### config.mk
export PLATFORM = sky130hd
export DESIGN_NAME = cnidl_top
export DESIGN_NICKNAME = d
export VERILOG_FILES = /design/src/hw/cnidl_pkg.sv /design/src/hw/cnidl_cfg_if.sv /design/src/hw/cnidl_core.sv /design/src/hw/cnidl_regs.sv /design/src/hw/cnidl_top.sv
export SDC_FILE = /design/constraint.sdc
export NUM_CORES = 1
export LEC_CHECK = 0
export ABC_AREA = 1
export BUFFER_PORTS_ARGS = -buffer_cell sky130_fd_sc_hd__buf_2
export CAP_MARGIN = 20
export CELL_PAD_IN_SITES_DETAIL_PLACEMENT = 0
export CELL_PAD_IN_SITES_GLOBAL_PLACEMENT = 1
export CORE_UTILIZATION = 35
export CTS_CLUSTER_DIAMETER = 80
export DETAILED_ROUTE_END_ITERATION = 12
export GPL_ROUTABILITY_DRIVEN = 0
export PLACE_DENSITY = 0.78
export SYNTH_ARGS = -nofsm -noshare
export SYNTH_HDL_FRONTEND = slang
export SYNTH_SLANG_ARGS = --single-unit
### constraint.sdc
create_clock -name CLK_I -period 4.3 [get_ports CLK_I]
set_clock_uncertainty 0.2 [all_clocks]
set_input_delay 0.86 -clock CLK_I [delete_from_list [all_inputs] [get_ports CLK_I]]
set_output_delay 0.86 -clock CLK_I [all_outputs]
set_load 0.005 [all_outputs]
### src/hw/cnidl_pkg.sv
// Package for the node identifier and bit-rate loader.
// Assumes a single 200 MHz clock and a plain register port on the top module.
package cnidl_pkg;
  // ---------------------------------------------------------------
  // Register map (printed offsets kept as indices)
  // ---------------------------------------------------------------
  localparam logic [15:0] CNIDL_IDX_FW_UPDATE = 16'h2001;
  localparam logic [15:0] CNIDL_IDX_NET_CFG   = 16'h21B0;
  localparam logic [15:0] CNIDL_IDX_PIN_MAP   = 16'h21B1;
  localparam logic [15:0] CNIDL_IDX_STATUS    = 16'h21B2;

  // ---------------------------------------------------------------
  // Configuration fields
  // ---------------------------------------------------------------
  localparam int CNIDL_OFS_LSB      = 0;
  localparam int CNIDL_OFS_W        = 7;
  localparam int CNIDL_ALT_DIS_BIT  = 7;
  localparam int CNIDL_PCNT_LSB     = 8;
  localparam int CNIDL_PCNT_W       = 3;
  localparam int CNIDL_SW_EN_BIT    = 11;
  localparam int CNIDL_RATE_LSB     = 12;
  localparam int CNIDL_RATE_W       = 4;
  localparam int CNIDL_MAP_NIB_W    = 4;
  localparam int CNIDL_MAP_EN_BIT   = 31;
  localparam int CNIDL_SW_SHIFT     = 4;
  localparam int CNIDL_ID_W         = 7;
  localparam int CNIDL_NUM_PINS     = 16;
  localparam logic [3:0] CNIDL_RATE_MAX_VALID = 4'h6;

  // ---------------------------------------------------------------
  // Reset values
  // ---------------------------------------------------------------
  localparam logic [15:0] CNIDL_NET_CFG_RST = 16'h0000;
  localparam logic [31:0] CNIDL_PIN_MAP_RST = 32'h00000000;
  localparam logic [31:0] CNIDL_FW_RST      = 32'h00000000;

  // ---------------------------------------------------------------
  // Startup sequencer states
  // ---------------------------------------------------------------
  typedef enum logic [2:0] {
    CNIDL_ST_SAMPLE = 3'b001,
    CNIDL_ST_CALC   = 3'b010,
    CNIDL_ST_DONE   = 3'b100
  } cnidl_state_t;
endpackage

### src/hw/cnidl_cfg_if.sv
// Interface carrying stored configuration from the register file to the core.
// Assumes both ends share CLK_I.
`timescale 1ns/1ps
interface cnidl_cfg_if;
  logic [15:0] net_cfg;
  logic [31:0] pin_map;
  logic        active_valid;
  logic [6:0]  active_id;
  logic [3:0]  active_rate;
  logic        sw_disabled;
  modport regs (output net_cfg, output pin_map, input active_valid, input active_id,
                input active_rate, input sw_disabled);
  modport core (input net_cfg, input pin_map, output active_valid, output active_id,
                output active_rate, output sw_disabled);
endinterface

### src/hw/cnidl_core.sv
// Startup computation of node identifier and bit-rate code.
// Assumes pins and switch are stable during the first cycle after reset release.
//
// Chosen here: the plain strobed port.
`timescale 1ns/1ps
module cnidl_core
  import cnidl_pkg::*;
(
  input  wire logic        clk_i,
  input  wire logic        rst_n_i,
  input  wire logic [15:0] pins_i,
  input  wire logic [3:0]  switch_i,
  input  wire logic        has_switch_i,
  input  wire logic        alt_mode_i,
  input  wire logic        net_enable_i,
  cnidl_cfg_if.core        cfg
);
  cnidl_state_t state;
  logic [15:0]  pin_snap;
  logic [3:0]   sw_snap;
  logic [15:0]  cfg_snap;
  logic [31:0]  map_snap;
  logic [6:0]   pin_val;

  // Pin contribution: default uses top N pins, mapped uses nibbles
  function automatic logic [6:0] cnidl_pin_value(input logic [15:0] p, input logic [31:0] m,
                                                 input logic [2:0] n);
    logic [6:0] v;
    logic [4:0] base;
    v    = 7'h00;
    base = 5'(CNIDL_NUM_PINS) - {2'b00, n};
    for (int b = 0; b < CNIDL_ID_W; b++) begin
      if (b < int'(n)) begin
        if (m[CNIDL_MAP_EN_BIT]) begin
          v[b] = p[m[b*CNIDL_MAP_NIB_W +: CNIDL_MAP_NIB_W]];
        end else begin
          v[b] = p[4'(base + 5'(b))];
        end
      end
    end
    return v;
  endfunction

  assign pin_val = cnidl_pin_value(pin_snap, map_snap, cfg_snap[CNIDL_PCNT_LSB +: CNIDL_PCNT_W]);

  always_ff @(posedge clk_i) begin
    if (!rst_n_i) begin
      state <= CNIDL_ST_SAMPLE;
    end else begin
      case (state)
        CNIDL_ST_SAMPLE: state <= CNIDL_ST_CALC;
        CNIDL_ST_CALC:   state <= CNIDL_ST_DONE;
        CNIDL_ST_DONE:   state <= CNIDL_ST_DONE;
        default:         state <= CNIDL_ST_SAMPLE;
      endcase
    end
  end

  // One sample after reset; pins are free afterwards
  always_ff @(posedge clk_i) begin
    if (!rst_n_i) begin
      pin_snap <= 16'h0000;
      sw_snap  <= 4'h0;
      cfg_snap <= 16'h0000;
      map_snap <= 32'h00000000;
    end else if (state == CNIDL_ST_SAMPLE) begin
      pin_snap <= pins_i;
      sw_snap  <= switch_i;
      cfg_snap <= cfg.net_cfg;
      map_snap <= cfg.pin_map;
    end
  end

  always_ff @(posedge clk_i) begin
    if (!rst_n_i) begin
      cfg.active_id    <= 7'h00;
      cfg.active_rate  <= 4'h0;
      cfg.active_valid <= 1'b0;
    end else if (state == CNIDL_ST_CALC) begin
      cfg.active_rate  <= cfg_snap[CNIDL_RATE_LSB +: CNIDL_RATE_W];
      cfg.active_valid <= 1'b1;
      if (has_switch_i && cfg_snap[CNIDL_SW_EN_BIT]) begin
        cfg.active_id <= 7'({pin_val, 4'h0} + {3'b000, sw_snap} +
                            {4'h0, cfg_snap[CNIDL_OFS_LSB +: CNIDL_OFS_W]});
      end else begin
        cfg.active_id <= 7'(pin_val + cfg_snap[CNIDL_OFS_LSB +: CNIDL_OFS_W]);
      end
    end
  end

  always_ff @(posedge clk_i) begin
    if (!rst_n_i) begin
      cfg.sw_disabled <= 1'b0;
    end else if (state == CNIDL_ST_CALC) begin
      cfg.sw_disabled <= alt_mode_i && cfg_snap[CNIDL_ALT_DIS_BIT];
    end else if (net_enable_i) begin
      cfg.sw_disabled <= 1'b0;
    end
  end
endmodule

### src/hw/cnidl_regs.sv
// Register file for the loader: stored configuration and status readback.
// Assumes a single-cycle strobe master; reads answer one cycle later.
`timescale 1ns/1ps
module cnidl_regs
  import cnidl_pkg::*;
(
  input  wire logic        clk_i,
  input  wire logic        rst_n_i,
  input  wire logic [15:0] addr_i,
  input  wire logic [31:0] wdata_i,
  input  wire logic        wr_i,
  input  wire logic        rd_i,
  output logic [31:0]      rdata_o,
  output logic             nv_commit_o,
  cnidl_cfg_if.regs        cfg
);
  logic [31:0] fw_port;

  // The two config words stand for the nonvolatile store, so reset leaves them alone
  // Limitation: their power-up contents must be loaded by writes, or startup sees unknowns
  always_ff @(posedge clk_i) begin
    if (wr_i) begin
      case (addr_i)
        CNIDL_IDX_NET_CFG: cfg.net_cfg <= wdata_i[15:0];
        CNIDL_IDX_PIN_MAP: cfg.pin_map <= wdata_i;
        default: ;
      endcase
    end
  end

  always_ff @(posedge clk_i) begin
    if (!rst_n_i) begin
      fw_port <= CNIDL_FW_RST;
    end else if (wr_i && addr_i == CNIDL_IDX_FW_UPDATE) begin
      fw_port <= wdata_i;
    end
  end

  // Commit pulse to nonvolatile storage on config writes
  always_ff @(posedge clk_i) begin
    if (!rst_n_i) begin
      nv_commit_o <= 1'b0;
    end else begin
      nv_commit_o <= wr_i && (addr_i == CNIDL_IDX_NET_CFG || addr_i == CNIDL_IDX_PIN_MAP);
    end
  end

  always_ff @(posedge clk_i) begin
    if (!rst_n_i) begin
      rdata_o <= 32'h00000000;
    end else if (rd_i) begin
      case (addr_i)
        CNIDL_IDX_NET_CFG:   rdata_o <= {16'h0000, cfg.net_cfg};
        CNIDL_IDX_PIN_MAP:   rdata_o <= cfg.pin_map;
        CNIDL_IDX_FW_UPDATE: rdata_o <= fw_port;
        CNIDL_IDX_STATUS:    rdata_o <= {18'h00000, cfg.sw_disabled, cfg.active_valid,
                                         cfg.active_rate, 1'b0, cfg.active_id};
        default:             rdata_o <= 32'h00000000;
      endcase
    end else begin
      rdata_o <= 32'h00000000;
    end
  end
endmodule

### src/hw/cnidl_top.sv
// Top of the node identifier and bit-rate loader.
// Assumes synchronous inputs on CLK_I and an external nonvolatile store fed by NV_COMMIT_O.
//
// Notes on behaviour
// Bit-rate code is latched only at reset.
// Node identifier is computed once after each reset.
// Identifier keeps only its low seven bits.
// Config writes are committed to storage and act after next reset.
// Config bits 0-6 are the identifier offset.
// Alternate mode with bit 7 starts disabled until network enable arrives.
// Config bits 8-10 give number of pins sampled.
// With switch and bit 11, id is pins shifted four plus switch plus offset.
// Config bits 12-15 are the bit-rate code; 7-15 reserved.
// Mapping nibbles name the pin for identifier bits 0-6.
// Mapping bit 31 enables nibbles, otherwise default mapping.
// Default mapping uses the N highest pins, lowest to bit 0.
// Mapped pin numbers range 0 to 15.
// Pins are sampled once at startup only.
// Zero pin count gives zero pin contribution.
`timescale 1ns/1ps
module cnidl_top
  import cnidl_pkg::*;
(
  input  wire logic        CLK_I,
  input  wire logic        RST_N_I,
  input  wire logic [15:0] ADDR_I,
  input  wire logic [31:0] WDATA_I,
  input  wire logic        WR_I,
  input  wire logic        RD_I,
  output logic [31:0]      RDATA_O,
  input  wire logic [15:0] GP_PINS_I,
  input  wire logic [3:0]  ADDR_SWITCH_I,
  input  wire logic        HAS_SWITCH_I,
  input  wire logic        ALT_FIELDBUS_I,
  input  wire logic        NET_ENABLE_I,
  output logic [6:0]       NODE_ID_O,
  output logic [3:0]       BIT_RATE_O,
  output logic             RATE_RESERVED_O,
  output logic             CONFIG_VALID_O,
  output logic             SW_DISABLED_O,
  output logic             NV_COMMIT_O
);
  cnidl_cfg_if cfg ();

  cnidl_regs u_regs (
    .clk_i       (CLK_I),
    .rst_n_i     (RST_N_I),
    .addr_i      (ADDR_I),
    .wdata_i     (WDATA_I),
    .wr_i        (WR_I),
    .rd_i        (RD_I),
    .rdata_o     (RDATA_O),
    .nv_commit_o (NV_COMMIT_O),
    .cfg         (cfg)
  );

  cnidl_core u_core (
    .clk_i        (CLK_I),
    .rst_n_i      (RST_N_I),
    .pins_i       (GP_PINS_I),
    .switch_i     (ADDR_SWITCH_I),
    .has_switch_i (HAS_SWITCH_I),
    .alt_mode_i   (ALT_FIELDBUS_I),
    .net_enable_i (NET_ENABLE_I),
    .cfg          (cfg)
  );

  assign NODE_ID_O       = cfg.active_id;
  assign BIT_RATE_O      = cfg.active_rate;
  assign RATE_RESERVED_O = cfg.active_valid && (cfg.active_rate > CNIDL_RATE_MAX_VALID);
  assign CONFIG_VALID_O  = cfg.active_valid;
  assign SW_DISABLED_O   = cfg.sw_disabled;
endmodule

==> run summary <==
outcome: completed
antenna violations before repair: 0
Seq/Total Area, Yosys: 46.89%
postcts setup bufs: 0
worst setup path class: reg -> reg
Die W: 165.1 um
worst-skew pair later-pin latency: 0.44 ns
relative slew slack: 33.58%
Distinct cells, synth: 45
xor/xnor share of the synthesized area: 0.6588%
total power per unit cell area: 475.1 nW/um^2
Pleak: 4.265 nW
final instance area: 10770 um^2
top post-synthesis cells by area: dfxtp_1 (31%), edfxtp_1 (15%), o21ai_0 (7.5%)
main combinational cell family by area after synthesis: compound AO/OA/AOI/OAI gates
critical-path cell list: inv_1 -> ha_1 -> inv_2 -> nand2_1 -> nand2_1 -> o21ai_0 -> nand2_1 -> a31oi_1 -> o31ai_1 -> a21oi_1 -> ha_1 -> a21oi_1 -> nand3_1 -> nand2_1 -> nand2_1 -> inv_1 -> nand4_1 -> nand3_1 -> nand3_1 -> nand2_1 -> inv_1
final WL: 26460 um
number of max-cap violations: 0
CTS tree: done
highest clock rate: 269.4 MHz
Hold Path Depth: 2
fin crit period: 3.712 ns
part of the cycle the worst path needs: 86.34%
standard-cell row count: 59
power share of the clock group: 33.0%
crit path to: u_core.cfg.active_id[6]
Synth-to-Final Area Change: 15.70%
crit-path leading delay family: compound AO/OA/AOI/OAI gates
CP required: 4.43 ns
drc violations: 0
worst reg2reg setup slack: 0.59 ns
setup violators final: 0
FF-to-FF End: u_core.cfg.active_id[6]
Starting Density: 35.71%
CP bufs+invs: 4
FILL cells: 2662
vias per cell: 5.175
Place WS: 0.6258 ns
adder-cell share of the synthesized area: 2.447%
sequential share of power: 42.2%
Multi-input gate area: 4071 um^2
root buffer cell: clkbuf_16
ys async rst share: 0%
GRT Total Usage: 20.21%
core area: 26060 um^2
cts hold-fix bufs: 0
reg2reg start: u_core.cfg_snap[9]
post-DR wirelength/cell: 16.59 um
Mean Syn Cell Area: 8.051 um^2
first-pass GRT wire length: 42550 um
worst min-delay path category: reg -> reg
total power: 5.116 mW
mapped cell area: 9306 um^2
Fin Hold WS: 0.2526 ns
CP max stage cell: dfxtp_1
peak supply drop: 296.8 uV
YS warnings: 0
R2R cell count: 21
combinational power share: 24.8%
measured slew at the worst slew-check pin: 0.9949 ns
worst-case clock buffer depth: 2
Worst setup EP type: register
CTS Buf Count: 17
Net Sw Frac: 35.51%
WP data arrival: 3.84 ns
aggregate negative setup slack: 0 ns
cell internal pwr: 3.299 mW
Crit Path Max Fanout: 11
total grt overflow: 0
Post-DP Area: 10120 um^2
CP peak stage delay: 0.37 ns
Detailed Route Iter0 Violations: 572
Synth top area share: 31.41%
post-route setup slack: 0.5875 ns
Startpoint Class: register
PostCTS Resize Cnt: 0
most frequent cell on the critical path: nand2_1
Worst-path clk slew: 0.07 ns
compound-cell area share of the yosys netlist: 24.35%
leading area contributor after synthesis: dfxtp_1
H-Tree Depth: 4
critical path depth: 21
Nets: 1338
Psw: 1.817 mW
register area: 4364 um^2
full die area: 27250 um^2
RSZ-0062 raised after global routing: false
multiplexer share of the synthesized area: 0%
Post-synth EDFFs: 48
syn nets: 1248
largest net degree at the start of global routing: 95
Hold Violations, Final: 0
top_reg_cell synth: dfxtp_1
CTS Sinks: 194
FF+latch count, synth: 194
I/O Buffers: 121
vias post-DR: 8254
simple-gate share of the synthesized area: 16.13%
final antenna-violating net count: 0
DIE HEIGHT: 165.1 um
layout cells sized above 1: 16.28%
synthesized instance count: 1156
Final HPWL DP: 18570 um
DRT Pass-1 Iters: 5
max-slew violation count: 0
vias in the first global route: 7765
Worst Setup SP: u_core.cfg_snap[9]
HP Start: u_core.cfg_snap[11]
io pins: 122
area by class of cell:
type	count	area share [%]
Multi-Input combinational cell	750	37.81
Antenna cell	1	0.02324
Tap cell	335	3.893
Clock buffer	18	4.183
Timing Repair Buffer	130	6.368
Sequential cell	194	40.53
Clock inverter	14	1.836
Inverter	153	5.357
metrics by stage:
step,std cells,utilization (%)
after floorplan,1156,-
after global placement,1562,38.82
after detailed placement,1562,38.82
after CTS,1594,41.31
after global routing,1594,41.31
final,1595,41.32
synthesized netlist by cell type (7+ instances only):
cell type / instances
edfxtp_1: 48
buf_6: 9
a21oi_1: 126
o211ai_1: 14
nand3_1: 76
a211oi_1: 22
clkbuf_1: 35
a21oi_2: 14
a211oi_2: 12
nor2_1: 101
nand4_1: 7
o21ai_0: 139
a22o_1: 13
buf_2: 13
nand2_1: 143
o22ai_1: 17
a31oi_1: 9
dfxtp_1: 146
inv_1: 147
ha_1: 15
cell families (layout without fill, tap and decap cells):
family | after synthesis | after routing
AOI/OAI and AO/OA | 381 | 381
xor gates and xnor gates | 7 | 7
adders and majority gates | 17 | 17
buffers and inverters | 212 | 315
DFF | 194 | 194
other | 0 | 1
and+or+nand+nor | 345 | 345
worst reg2reg max path: cells and delay by family (launching register included):
kind                       cells  cell delay (ns)
and+or+nand+nor               10             0.91
AOI/OAI and AO/OA              5             1.16
adders and majority gates      2             0.69
buffers and inverters          4             0.29
DFF                            1             0.37
state kept, by name, indices dropped and copies added, names as in the netlist:
name	cells
u_core.map_snap	29
u_regs.cfg.pin_map	32
u_core.cfg.active_id	7
u_core.state	3
u_core.cfg_snap	16
u_regs.rdata_o	32
u_core.sw_snap	4
u_regs.fw_port	32
u_regs.cfg.net_cfg	16
u_regs.nv_commit_o	1
u_core.cfg.active_valid	1
u_core.pin_snap	16
u_core.cfg.sw_disabled	1
u_core.cfg.active_rate	4
power by group through the flow:
stage | clock, mW | combinational, mW | sequential [mW]
2_1_floorplan | 0 | 0.959 | 2.11
3_3_place_gp | 0 | 1.24 | 2.19
3_5_place_dp | 0 | 1.25 | 2.19
4_1_cts | 1.71 | 1.26 | 2.15
5_1_grt | 1.79 | 1.46 | 2.18
6_report | 1.69 | 1.27 | 2.16
placed cells by master (no fill, tap or decap), types with 14 or more instances in the layout:
cell type    n
inv_1      147
dfxtp_1    146
nand2_1    143
o21ai_0    139
a21oi_1    126
buf_2      121
nor2_1     100
nand3_1     75
edfxtp_1    48
a211oi_1    22
clkbuf_16   18
o22ai_1     17
ha_1        15
o211ai_1    14
a21oi_2     14
metal layers:
metal  up-vias  share of wire (%)  global-route usage (%)  wire length (um)
met5         -                  0                       0                 0
met4         0                1.5                   5.755               410
met3        26                5.6                   3.347              1491
met2       239                 44                   31.57             11750
met1      3853                 48                   28.54             12810
li1       4136                  -                       -                 -
how the worst min path moves through the flow:
stage                          end  slack (ns)
6_report       u_core.cfg_snap[11]        0.25
5_1_grt         u_regs.fw_port[17]        0.28
4_1_cts        u_core.cfg_snap[11]        0.26
3_5_place_dp    u_regs.fw_port[27]        0.25
3_3_place_gp     u_core.sw_snap[0]        0.24
2_1_floorplan  u_core.cfg_snap[11]        0.22
(Power assumes the default switching activity.)
